### config.mk
export PLATFORM = sky130hd
export DESIGN_NAME = uei_irq
export DESIGN_NICKNAME = d
export VERILOG_FILES = /design/src/design/uei_irq.v
export VERILOG_INCLUDE_DIRS = /design/src /design/src/design
export SDC_FILE = /design/constraint.sdc
export NUM_CORES = 1
export LEC_CHECK = 0
export BUFFER_PORTS_ARGS = -buffer_cell sky130_fd_sc_hd__buf_4
export CAP_MARGIN = 40
export CORE_MARGIN = 4
export CORE_UTILIZATION = 55
export CTS_CLUSTER_DIAMETER = 80
export DETAILED_ROUTE_END_ITERATION = 8
export PLACE_DENSITY_LB_ADDON = 0.08
export SYNTH_ARGS = -nofsm -noshare
export SYNTH_HDL_FRONTEND = slang
export SYNTH_SLANG_ARGS = --single-unit
### constraint.sdc
create_clock -name clk -period 2.65 [get_ports clk]
set_input_delay 0.53 -clock clk [delete_from_list [all_inputs] [get_ports clk]]
set_output_delay 0.53 -clock clk [all_outputs]
set_load 0.01 [all_outputs]
### src/design/uei_regs.vh
// uei_regs.vh: register indices, field positions, reset values and timing
// for the usb event and interrupt logic; definitions only
`ifndef UEI_REGS_VH
`define UEI_REGS_VH

// register indices, byte address is four times the index
`define UEI_IDX_BUS_EN       8'hE4
`define UEI_IDX_TX_EN        8'hE5
`define UEI_IDX_RX_EN        8'hE6
`define UEI_IDX_NAK_EN       8'hE7
`define UEI_IDX_FLAGS        8'hE8
`define UEI_IDX_TX_FLAGS     8'hE9
`define UEI_IDX_RX_FLAGS     8'hEA
`define UEI_IDX_NAK_FLAGS    8'hEB

// reset values, bus event and endpoint registers
`define UEI_RST_BUS          4'h0
`define UEI_RST_EP           5'h00

// bus event bit positions, shared by enable and flag registers
`define UEI_BIT_RESET        3
`define UEI_BIT_IDLE         2
`define UEI_BIT_EOP          1
`define UEI_BIT_WAKE         0

// summary bit positions in the flag register
`define UEI_BIT_SUM_BUS      7
`define UEI_BIT_SUM_TX       6
`define UEI_BIT_SUM_RX       5
`define UEI_BIT_SUM_NAK      4

// endpoints
`define UEI_NUM_EP           5
`define UEI_EP_MAX           3'h4

// timing
`define UEI_CLK_MHZ          40
`define UEI_RESET_TIME_US    10000
`define UEI_IDLE_TIME_US     3000
// cycle counts at 40 MHz, sized to the counter width
`define UEI_RESET_CYCLES     19'd400000
`define UEI_IDLE_CYCLES      19'd120000
`define UEI_CNT_W            19

`endif

### src/design/uei_irq.v
// uei_irq.v: usb bus event detection, interrupt enable and flag registers
// assumes apb master on clk, line and sie inputs synchronous to clk
//
// Register access over APB was chosen for this implementation.
`timescale 1ns/100ps
`default_nettype none
`include "uei_regs.vh"

module uei_irq #(
    parameter [`UEI_CNT_W-1:0] RESET_CYCLES = `UEI_RESET_CYCLES,
    parameter [`UEI_CNT_W-1:0] IDLE_CYCLES  = `UEI_IDLE_CYCLES
) (
    input  wire        clk,
    input  wire        rst_n,
    input  wire [11:0] paddr,
    input  wire        psel,
    input  wire        penable,
    input  wire        pwrite,
    input  wire [31:0] pwdata,
    output reg  [31:0] prdata,
    output wire        pready,
    output wire        pslverr,
    input  wire        line_dp,
    input  wire        line_dm,
    input  wire [4:0]  ep_tx_done,
    input  wire [4:0]  ep_rx_filled,
    input  wire [4:0]  ep_tx_empty,
    input  wire        in_token,
    input  wire [2:0]  in_token_ep,
    output reg         nak_send,
    output wire        sie_clk_en,
    output wire        usb_irq
);

    localparam [2:0] ST_LINE = 3'b001;
    localparam [2:0] ST_SE0  = 3'b010;
    localparam [2:0] ST_RST  = 3'b100;
    localparam [1:0] LINE_IDLE = 2'b10;

    // write-zero clears, hardware set wins
    function [7:0] flag_next;
        input [7:0] cur;
        input       wr;
        input [7:0] wdata;
        input [7:0] set;
        begin
            flag_next = (wr ? (cur & wdata) : cur) | set;
        end
    endfunction

    // endpoint number to one-hot, zero when out of range
    function [4:0] ep_onehot;
        input [2:0] ep;
        begin
            ep_onehot = 5'h00;
            if (ep <= `UEI_EP_MAX) begin
                ep_onehot[ep] = 1'b1;
            end
        end
    endfunction

    // register index match against the apb word address
    function idx_hit;
        input [11:0] addr;
        input [7:0]  idx;
        begin
            idx_hit = (addr[11:2] == {2'b00, idx}) && (addr[1:0] == 2'b00);
        end
    endfunction

    reg  [3:0]            bus_en;
    reg  [4:0]            tx_en;
    reg  [4:0]            rx_en;
    reg  [4:0]            nak_en;
    reg  [3:0]            bus_flags;
    reg  [4:0]            tx_flags;
    reg  [4:0]            rx_flags;
    reg  [4:0]            nak_flags;
    reg  [2:0]            line_state;
    reg  [2:0]            next_line_state;
    reg  [`UEI_CNT_W-1:0] se0_cnt;
    reg  [`UEI_CNT_W-1:0] idle_cnt;
    reg                   idle_done;
    reg  [1:0]            line_prev;

    wire                  wr_en;
    wire                  rd_en;
    wire                  hit_bus_en;
    wire                  hit_tx_en;
    wire                  hit_rx_en;
    wire                  hit_nak_en;
    wire                  hit_flags;
    wire                  hit_tx_flags;
    wire                  hit_rx_flags;
    wire                  hit_nak_flags;
    wire                  mapped;
    wire                  se0;
    wire                  activity;
    wire                  rst_evt;
    wire                  eop_evt;
    wire                  idle_evt;
    wire                  wake_evt;
    wire [4:0]            nak_evt;
    wire [3:0]            bus_set;
    wire [7:0]            bus_nxt;
    wire [7:0]            tx_nxt;
    wire [7:0]            rx_nxt;
    wire [7:0]            nak_nxt;
    wire [7:0]            flags_view;
    wire                  bus_event_summary;
    wire                  tx_empty_summary;
    wire                  rx_full_summary;
    wire                  refused_summary;
    wire                  bus_pend;
    wire                  tx_pend;
    wire                  rx_pend;
    wire                  nak_pend;

    // apb slave, zero wait states
    assign pready  = 1'b1;
    assign wr_en   = psel & penable & pwrite;
    assign rd_en   = psel & ~penable & ~pwrite;

    assign hit_bus_en    = idx_hit(paddr, `UEI_IDX_BUS_EN);
    assign hit_tx_en     = idx_hit(paddr, `UEI_IDX_TX_EN);
    assign hit_rx_en     = idx_hit(paddr, `UEI_IDX_RX_EN);
    assign hit_nak_en    = idx_hit(paddr, `UEI_IDX_NAK_EN);
    assign hit_flags     = idx_hit(paddr, `UEI_IDX_FLAGS);
    assign hit_tx_flags  = idx_hit(paddr, `UEI_IDX_TX_FLAGS);
    assign hit_rx_flags  = idx_hit(paddr, `UEI_IDX_RX_FLAGS);
    assign hit_nak_flags = idx_hit(paddr, `UEI_IDX_NAK_FLAGS);
    assign mapped = hit_bus_en | hit_tx_en | hit_rx_en | hit_nak_en |
                    hit_flags | hit_tx_flags | hit_rx_flags | hit_nak_flags;
    assign pslverr = psel & penable & ~mapped;

    // line monitor
    assign se0      = ~line_dp & ~line_dm;
    assign activity = (line_prev != {line_dp, line_dm});

    always @* begin
        next_line_state = line_state;
        case (line_state)
            ST_LINE: begin
                if (se0) begin
                    next_line_state = ST_SE0;
                end
            end
            ST_SE0: begin
                if (!se0) begin
                    next_line_state = ST_LINE;
                end else if (se0_cnt >= RESET_CYCLES - 1'b1) begin
                    next_line_state = ST_RST;
                end
            end
            ST_RST: begin
                if (!se0) begin
                    next_line_state = ST_LINE;
                end
            end
            default: begin
                next_line_state = ST_LINE;
            end
        endcase
    end

    // one event per long se0 episode; cpu keeps running, engine clock already stopped by the idle flag since IDLE_CYCLES < RESET_CYCLES
    assign rst_evt  = (line_state == ST_SE0) && (next_line_state == ST_RST);
    // short se0 returning to a driven line ends a packet
    assign eop_evt  = (line_state == ST_SE0) && !se0;
    assign idle_evt = !idle_done && !activity && (idle_cnt >= IDLE_CYCLES - 1'b1);
    assign wake_evt = activity && bus_flags[`UEI_BIT_IDLE];

    // line state and last line sample, idle j after reset
    always @(posedge clk or negedge rst_n) begin
        if (!rst_n) begin
            line_state <= ST_LINE;
            line_prev  <= LINE_IDLE;
        end else begin
            line_state <= next_line_state;
            line_prev  <= {line_dp, line_dm};
        end
    end

    // se0 duration counter
    always @(posedge clk or negedge rst_n) begin
        if (!rst_n) begin
            se0_cnt <= {`UEI_CNT_W{1'b0}};
        end else if (line_state == ST_SE0 && se0) begin
            se0_cnt <= se0_cnt + 1'b1;
        end else begin
            se0_cnt <= {`UEI_CNT_W{1'b0}};
        end
    end

    // bus idle counter, one suspend event per quiet spell
    always @(posedge clk or negedge rst_n) begin
        if (!rst_n) begin
            idle_cnt  <= {`UEI_CNT_W{1'b0}};
            idle_done <= 1'b0;
        end else if (activity) begin
            idle_cnt  <= {`UEI_CNT_W{1'b0}};
            idle_done <= 1'b0;
        end else if (idle_evt) begin
            idle_done <= 1'b1;
        end else if (!idle_done) begin
            idle_cnt <= idle_cnt + 1'b1;
        end
    end

    // nak answer for in token on an empty endpoint fifo
    assign nak_evt = in_token ? (ep_onehot(in_token_ep) & ep_tx_empty) : 5'h00;

    always @(posedge clk or negedge rst_n) begin
        if (!rst_n) begin
            nak_send <= 1'b0;
        end else begin
            nak_send <= |nak_evt;
        end
    end

    // flag updates
    assign bus_set = {rst_evt, idle_evt, eop_evt, wake_evt};
    assign bus_nxt = flag_next({4'h0, bus_flags}, wr_en & hit_flags,
                               pwdata[7:0], {4'h0, bus_set});
    assign tx_nxt  = flag_next({3'h0, tx_flags}, wr_en & hit_tx_flags,
                               pwdata[7:0], {3'h0, ep_tx_done});
    assign rx_nxt  = flag_next({3'h0, rx_flags}, wr_en & hit_rx_flags,
                               pwdata[7:0], {3'h0, ep_rx_filled});
    assign nak_nxt = flag_next({3'h0, nak_flags}, wr_en & hit_nak_flags,
                               pwdata[7:0], {3'h0, nak_evt});

    // bus event enables
    always @(posedge clk or negedge rst_n) begin
        if (!rst_n) begin
            bus_en <= `UEI_RST_BUS;
        end else if (wr_en && hit_bus_en) begin
            bus_en <= pwdata[3:0];
        end
    end

    // in fifo enables
    always @(posedge clk or negedge rst_n) begin
        if (!rst_n) begin
            tx_en <= `UEI_RST_EP;
        end else if (wr_en && hit_tx_en) begin
            tx_en <= pwdata[4:0];
        end
    end

    // out fifo enables
    always @(posedge clk or negedge rst_n) begin
        if (!rst_n) begin
            rx_en <= `UEI_RST_EP;
        end else if (wr_en && hit_rx_en) begin
            rx_en <= pwdata[4:0];
        end
    end

    // nak enables
    always @(posedge clk or negedge rst_n) begin
        if (!rst_n) begin
            nak_en <= `UEI_RST_EP;
        end else if (wr_en && hit_nak_en) begin
            nak_en <= pwdata[4:0];
        end
    end

    // bus event flags
    always @(posedge clk or negedge rst_n) begin
        if (!rst_n) begin
            bus_flags <= `UEI_RST_BUS;
        end else begin
            bus_flags <= bus_nxt[3:0];
        end
    end

    // in fifo flags
    always @(posedge clk or negedge rst_n) begin
        if (!rst_n) begin
            tx_flags <= `UEI_RST_EP;
        end else begin
            tx_flags <= tx_nxt[4:0];
        end
    end

    // out fifo flags
    always @(posedge clk or negedge rst_n) begin
        if (!rst_n) begin
            rx_flags <= `UEI_RST_EP;
        end else begin
            rx_flags <= rx_nxt[4:0];
        end
    end

    // nak flags
    always @(posedge clk or negedge rst_n) begin
        if (!rst_n) begin
            nak_flags <= `UEI_RST_EP;
        end else begin
            nak_flags <= nak_nxt[4:0];
        end
    end

    // engine clock off while suspend flag stands
    assign sie_clk_en = ~bus_flags[`UEI_BIT_IDLE];

    // summaries and flag register view
    assign bus_event_summary = |bus_flags;
    assign tx_empty_summary  = |tx_flags;
    assign rx_full_summary   = |rx_flags;
    assign refused_summary   = |nak_flags;
    assign flags_view = {bus_event_summary, tx_empty_summary, rx_full_summary,
                         refused_summary, bus_flags};

    // single shared request line
    assign bus_pend = |(bus_flags & bus_en);
    assign tx_pend  = |(tx_flags & tx_en);
    assign rx_pend  = |(rx_flags & rx_en);
    assign nak_pend = |(nak_flags & nak_en);
    assign usb_irq  = bus_pend | tx_pend | rx_pend | nak_pend;

    // read data captured in setup, stable through access
    always @(posedge clk or negedge rst_n) begin
        if (!rst_n) begin
            prdata <= 32'h00000000;
        end else if (rd_en) begin
            prdata <= 32'h00000000;
            if (hit_bus_en) begin
                prdata[3:0] <= bus_en;
            end
            if (hit_tx_en) begin
                prdata[4:0] <= tx_en;
            end
            if (hit_rx_en) begin
                prdata[4:0] <= rx_en;
            end
            if (hit_nak_en) begin
                prdata[4:0] <= nak_en;
            end
            if (hit_flags) begin
                prdata[7:0] <= flags_view;
            end
            if (hit_tx_flags) begin
                prdata[4:0] <= tx_flags;
            end
            if (hit_rx_flags) begin
                prdata[4:0] <= rx_flags;
            end
            if (hit_nak_flags) begin
                prdata[4:0] <= nak_flags;
            end
        end
    end

endmodule
`default_nettype wire

==> Word-level counts from Yosys, hierarchy flattened <==
Cells that the tools add are included.
{ "totals": {"regBits": 91, "output_inout_bits": 37, "word_cells": 137} }
{ "classes": {"add_sub_neg": 2, "n_lt_le_gt_ge": 5, "n_eq_ne": 15, "n_mux": 27, "bitwise": 39, "n_reduce_logical": 34} }
{ "ops": {"columns": ["op", "n"], "rows": [
  ["$eq 10x8->1 const B", 8],
  ["$mux 19", 4],
  ["$mux 5", 11],
  ["$add 19x1->19 const B", 2],
  ["$and 5x5->5", 7],
  ["$reduce_or 5->1", 7],
  ["$ge 19x17->1 const B", 1],
  ["$ge 19x19->1 const B", 1],
  ["$logic_and 1x1->1", 19],
  ["$or 5x5->5", 3],
  ["$mux 3", 4],
  ["$and 1x1->1", 10],
  ["$or 1x1->1", 10],
  ["$pmux 3 s3", 1],
  ["$and 4x4->4", 2],
  ["$mux 4", 2],
  ["$mux 8", 1],
  ["$reduce_or 4->1", 2],
  ["$eq 3x3->1 const B", 2],
  ["$not 1->1", 6],
  ["$lt 3x4->1 const B", 1],
  ["$or 4x4->4", 1],
  ["$demux 1 s3", 1],
  ["$eq 3x1->1 const B", 1],
  ["other kinds (11)", 15]
]} }

==> Longest topological paths before layout <==
{ "depth": {"ltp_word": 11, "depth_mapped": 8} }

==> Least setup slack after synthesis <==
OpenSTA, ideal clock, no wires.
{ "synth_timing": {"kind": "input port to flip-flop", "from": "input paddr[11]", "to": "register nak_en[0]", "setup_ns": 0.125, "arrival_time_ns": 2.164, "t_required_ns": 2.525, "slack_ns": 0.361, "stages": 5, "n_path_buf": 1, "cell_sequence": "or4_4 -> nor4b_4 -> and3_1 -> buf_2 -> mux2_2"} }
{ "synth_between": {"elab_chain_len": 3} }
{ "synth_lines": {"columns": ["element", "line_no", "source"], "rows": [
  ["start: declaration", "uei_irq.v:15", "input wire [11:0] paddr,"],
  ["$eq 10x8->1", "uei_irq.v:67", "idx_hit = (addr[11:2] == {2'b00, idx}) && (addr[1:0] == 2'b00);"],
  ["$logic_and 1x1->1", "uei_irq.v:67", null],
  ["$logic_and 1x1->1", "uei_irq.v:263", "end else if (wr_en && hit_nak_en) begin"],
  ["end signal: assignment", "uei_irq.v:262", "nak_en <= `UEI_RST_EP;"],
  ["end signal: assignment", "uei_irq.v:264", "nak_en <= pwdata[4:0];"],
  ["end: declaration", "uei_irq.v:74", "reg [4:0] nak_en;"]
]} }
Every way passes these cells.
A chain may end at the register's enable or synchronous reset.

==> Final worst setup path <==
{ "layout_timing": {"from": "register idle_cnt[0]", "to": "register idle_cnt[5]"} }
{ "layout_between": {"elab_chain_len": 4, "word_cells_on_any_way": 8, "cone_classes": "add/sub (1); order compare (1); eq/ne (1); mux (3); reduce/logical (2)"} }
{ "layout_lines": {"columns": ["element", "line_no", "source"], "rows": [
  ["start: declaration", "uei_irq.v:82", "reg [`UEI_CNT_W-1:0] idle_cnt;"],
  ["start signal: assignment", "uei_irq.v:198", "idle_cnt <= {`UEI_CNT_W{1'b0}};"],
  ["start signal: assignment", "uei_irq.v:201", "idle_cnt <= {`UEI_CNT_W{1'b0}};"],
  ["start signal: assignment", "uei_irq.v:206", "idle_cnt <= idle_cnt + 1'b1;"],
  ["$add 19x1->19 or $ge 19x17->1 (tied branches)", "uei_irq.v:206, uei_irq.v:170", null],
  ["$mux 19 or $logic_and 1x1->1 (tied branches)", "uei_irq.v:205, uei_irq.v:170", null],
  ["$mux 19 or $ne 2x2->1 (tied branches)", null, null],
  ["$mux 19 or $reduce_and 2->1 (tied branches)", null, null]
]} }
Parallel ways exist; a longest one is shown, timed or not. The select of a mux whose other input is x is not followed.

==> results_dict.tcl <==
set metrics [dict create \
    postCtsSetupBuffers 0 \
    critPathMaxStageDelay_ns 0.59 \
    cts_hold_buf 0 \
    layout.cells.non_filler 665 \
    drtAntennaViolNets 0 \
    path_clk_slew_ns 0.10 \
    finalHoldViolCount 0 \
    cts_tree "yes" \
    timing.rr.start "idle_cnt[0]" \
    max_freq_ghz 0.412 \
    end_kind "flop" \
    grt_pass1_vias 3757 \
    clk-insertion-delay-late_ns 0.36 \
    routed_via_density 5.90 \
    synth-main-ff-cell "dfrtp_1" \
    h-tree-depth 3 \
    cp.required_ns 2.94 \
    drt-pass1-iter-count 5 \
    layout_min_cycle_time_ns 2.43 \
    cp_slowest_cell "or3_1" \
    die_h_um 103 \
    wirelength_mm 10.9 \
    power.leakage_nw 2.36 \
    synth_cells 504 \
    cts_resized 0 \
    ys_async_sr_fraction_pct 100 \
    placeableCoreArea_mm2 0.00876 \
    dieArea_mm2 0.0106 \
    antenna_found_initial 0 \
    syn-cell-area_mm2 0.00498 \
    grt_usage_pct 21.5 \
    cap_violations 0 \
    rr_worst_depth 6 \
    synth_edf_count 0 \
    route.vias.total 3925 \
    gr-total-overflow 0 \
    routedWlPerCell_um 16.4 \
    hold_path_class "primary input to async pin" \
    antenna_cells 0 \
    ir_worst_vdd_mv 0.231 \
    synth_area_leader_cell "dfrtp_1" \
    initialDrtViolationCount 150 \
    maxSlewViolCount 0 \
    drive_gt1_share_pct 20.3 \
    grt_setup_unrepaired "false" \
    crit_arrival_ns 2.71 \
    worstSetupPathType "flop to flop" \
    crit_chain "ha_1 -> and3b_1 -> and4_4 -> or3_1 -> or4_1 -> a21oi_1" \
    netlist-cell-type-count 60 \
    syn_area_per_cell_um2 9.87 \
    synth.area.top_cells "dfrtp_1, mux2_2, buf_4" \
    rows 34 \
    numCtsBuffers 9 \
    setup_viol 0 \
    cts_root_buffer "clkbuf_8" \
    fin_setup_tns_ns 0 \
    rr_endpoint "idle_cnt[5]" \
    fp.dieW_um 103 \
    status "complete, no violations" \
    ys_warn_count 0 \
    start_kind "flop" \
    gp_congestion 0.914 \
    worst_slew_pin_slew_ns 0.727 \
    synth_top_area_share_pct 44.8 \
    final_cell_mix "dfrtp_1, buf_4, nor2_1" \
    fin_skew_ns 0.0156 \
    clockBufferDepth 2 \
    nets 625 \
    maxSlewHeadroom_pct 51.1 \
    synth.ff_latch_count 91 \
    crit_fanout 22 \
    dpl.hpwl_mm 8.09 \
    grt_first_pass_wirelength_mm 18.1 \
    p_per_area_mw_per_mm2 477 \
    synth_seq_area_share_pct 45.8 \
    dp.cells 650 \
    port_buffers 54 \
    clkSinkCount 91 \
    syn2layout_area_growth_pct 11.8 \
    initial_utilization_pct 56.8 \
    final_common_cell "dfrtp_1" \
    reg2reg_slack_ns 0.22 \
    drc 0 \
    pin_count 107 \
    grt_start_max_net_pins 59 \
    period_share_pct 91.6 \
]
[worst max path at each step]
stage / start / endpoint / slack (ns) / cells after the start
3_5_place_dp: paddr[11] / rx_en[0] / 0.19 / 5
5_1_grt: idle_cnt[0] / idle_cnt[3] / 0.12 / 6
6_report: idle_cnt[0] / idle_cnt[5] / 0.22 / 6
3_3_place_gp: paddr[11] / nak_en[0] / 0.23 / 5
2_1_floorplan: paddr[11] / nak_en[0] / 0.36 / 5
4_1_cts: idle_cnt[0] / idle_cnt[5] / 0.23 / 6
[layer usage]
layer / share of wire [%] / track usage (%)
met5: 0 / 0
met4: 2.0 / 7.27
met3: 5.1 / 3.04
met2: 48 / 35.6
met1: 45 / 29.2
[flip-flops by register name (all words and copies together) (netlist names), 5 cells and up]
name       cells
idle_cnt      19
nak_en         5
nak_flags      5
prdata         8
rx_en          5
rx_flags       5
se0_cnt       19
tx_en          5
tx_flags       5
[synthesized netlist by cell type (2+ instances only)]
| master | n |
|---|---|
| o31ai_1 | 15 |
| nand4_1 | 9 |
| nor2b_1 | 7 |
| or3_1 | 4 |
| dfrtp_1 | 89 |
| buf_6 | 3 |
| ha_1 | 2 |
| mux2_2 | 20 |
| nor3_1 | 8 |
| nand2b_1 | 18 |
| clkbuf_1 | 13 |
| and4_4 | 2 |
| a21oi_1 | 24 |
| inv_1 | 9 |
| o21ai_0 | 35 |
| nand4b_1 | 4 |
| buf_4 | 25 |
| a22o_1 | 5 |
| nor4_1 | 7 |
| and3_1 | 10 |
| nand3_1 | 30 |
| nand2_1 | 33 |
| a31o_2 | 2 |
| a22oi_1 | 7 |
| or4_1 | 15 |
| conb_1 | 2 |
| xnor2_1 | 10 |
| o311a_1 | 2 |
| xor2_1 | 9 |
| buf_2 | 4 |
| a41oi_1 | 4 |
| mux4_2 | 4 |
| and2_1 | 4 |
| nor2_1 | 42 |
| dfstp_2 | 2 |
[report_power, final]
part           internal (mW)  switching (mW)
registers               1.42          0.0324
logic                 0.0996           0.140
clock network          0.462           0.497
[per-stage QoR]
stage	hold WS, ns	worst slack [ns]	cell area [um^2]	total power, mW	util [%]
global route	0.284	0.118	5560	2.77	63.5
global placement	0.465	0.232	5360	1.72	61.2
detailed placement	0.472	0.195	5360	1.72	61.2
floorplan	0.234	0.361	5060	1.61	-
CTS	0.244	0.232	5560	2.68	63.5
finish	0.221	0.222	5560	2.65	63.5
[kinds of logic after synthesis]
| kind of cell | after synthesis | share of synthesized area, % |
|---|---|---|
| AOI/OAI and AO/OA | 108 | 14.6 |
| xor gates and xnor gates | 19 | 3.34 |
| adders and majority gates | 2 | 0.503 |
| buffers and inverters | 55 | 6.59 |
| DFF | 91 | 45.8 |
| muxes | 24 | 6.34 |
| other | 2 | 0.151 |
| and+or+nand+nor | 203 | 22.7 |
[area by class of cell]
type	count	area (um^2)
clock buffer	10	138
clock inverter	5	62.6
fill	757	3200
inverter	9	33.8
multi-input combinational	381	2450
sequential	91	2280
tap	108	135
timing repair buffer	61	458
[worst max-delay path: cells and delay by family, from the launching register on]
family	cells	cell delay, ns
fa+ha+maj	1	0.25
simple gates	4	1.53
compound gates	1	0.17
flops	1	0.41
Power figures use the tool's default switching activity.
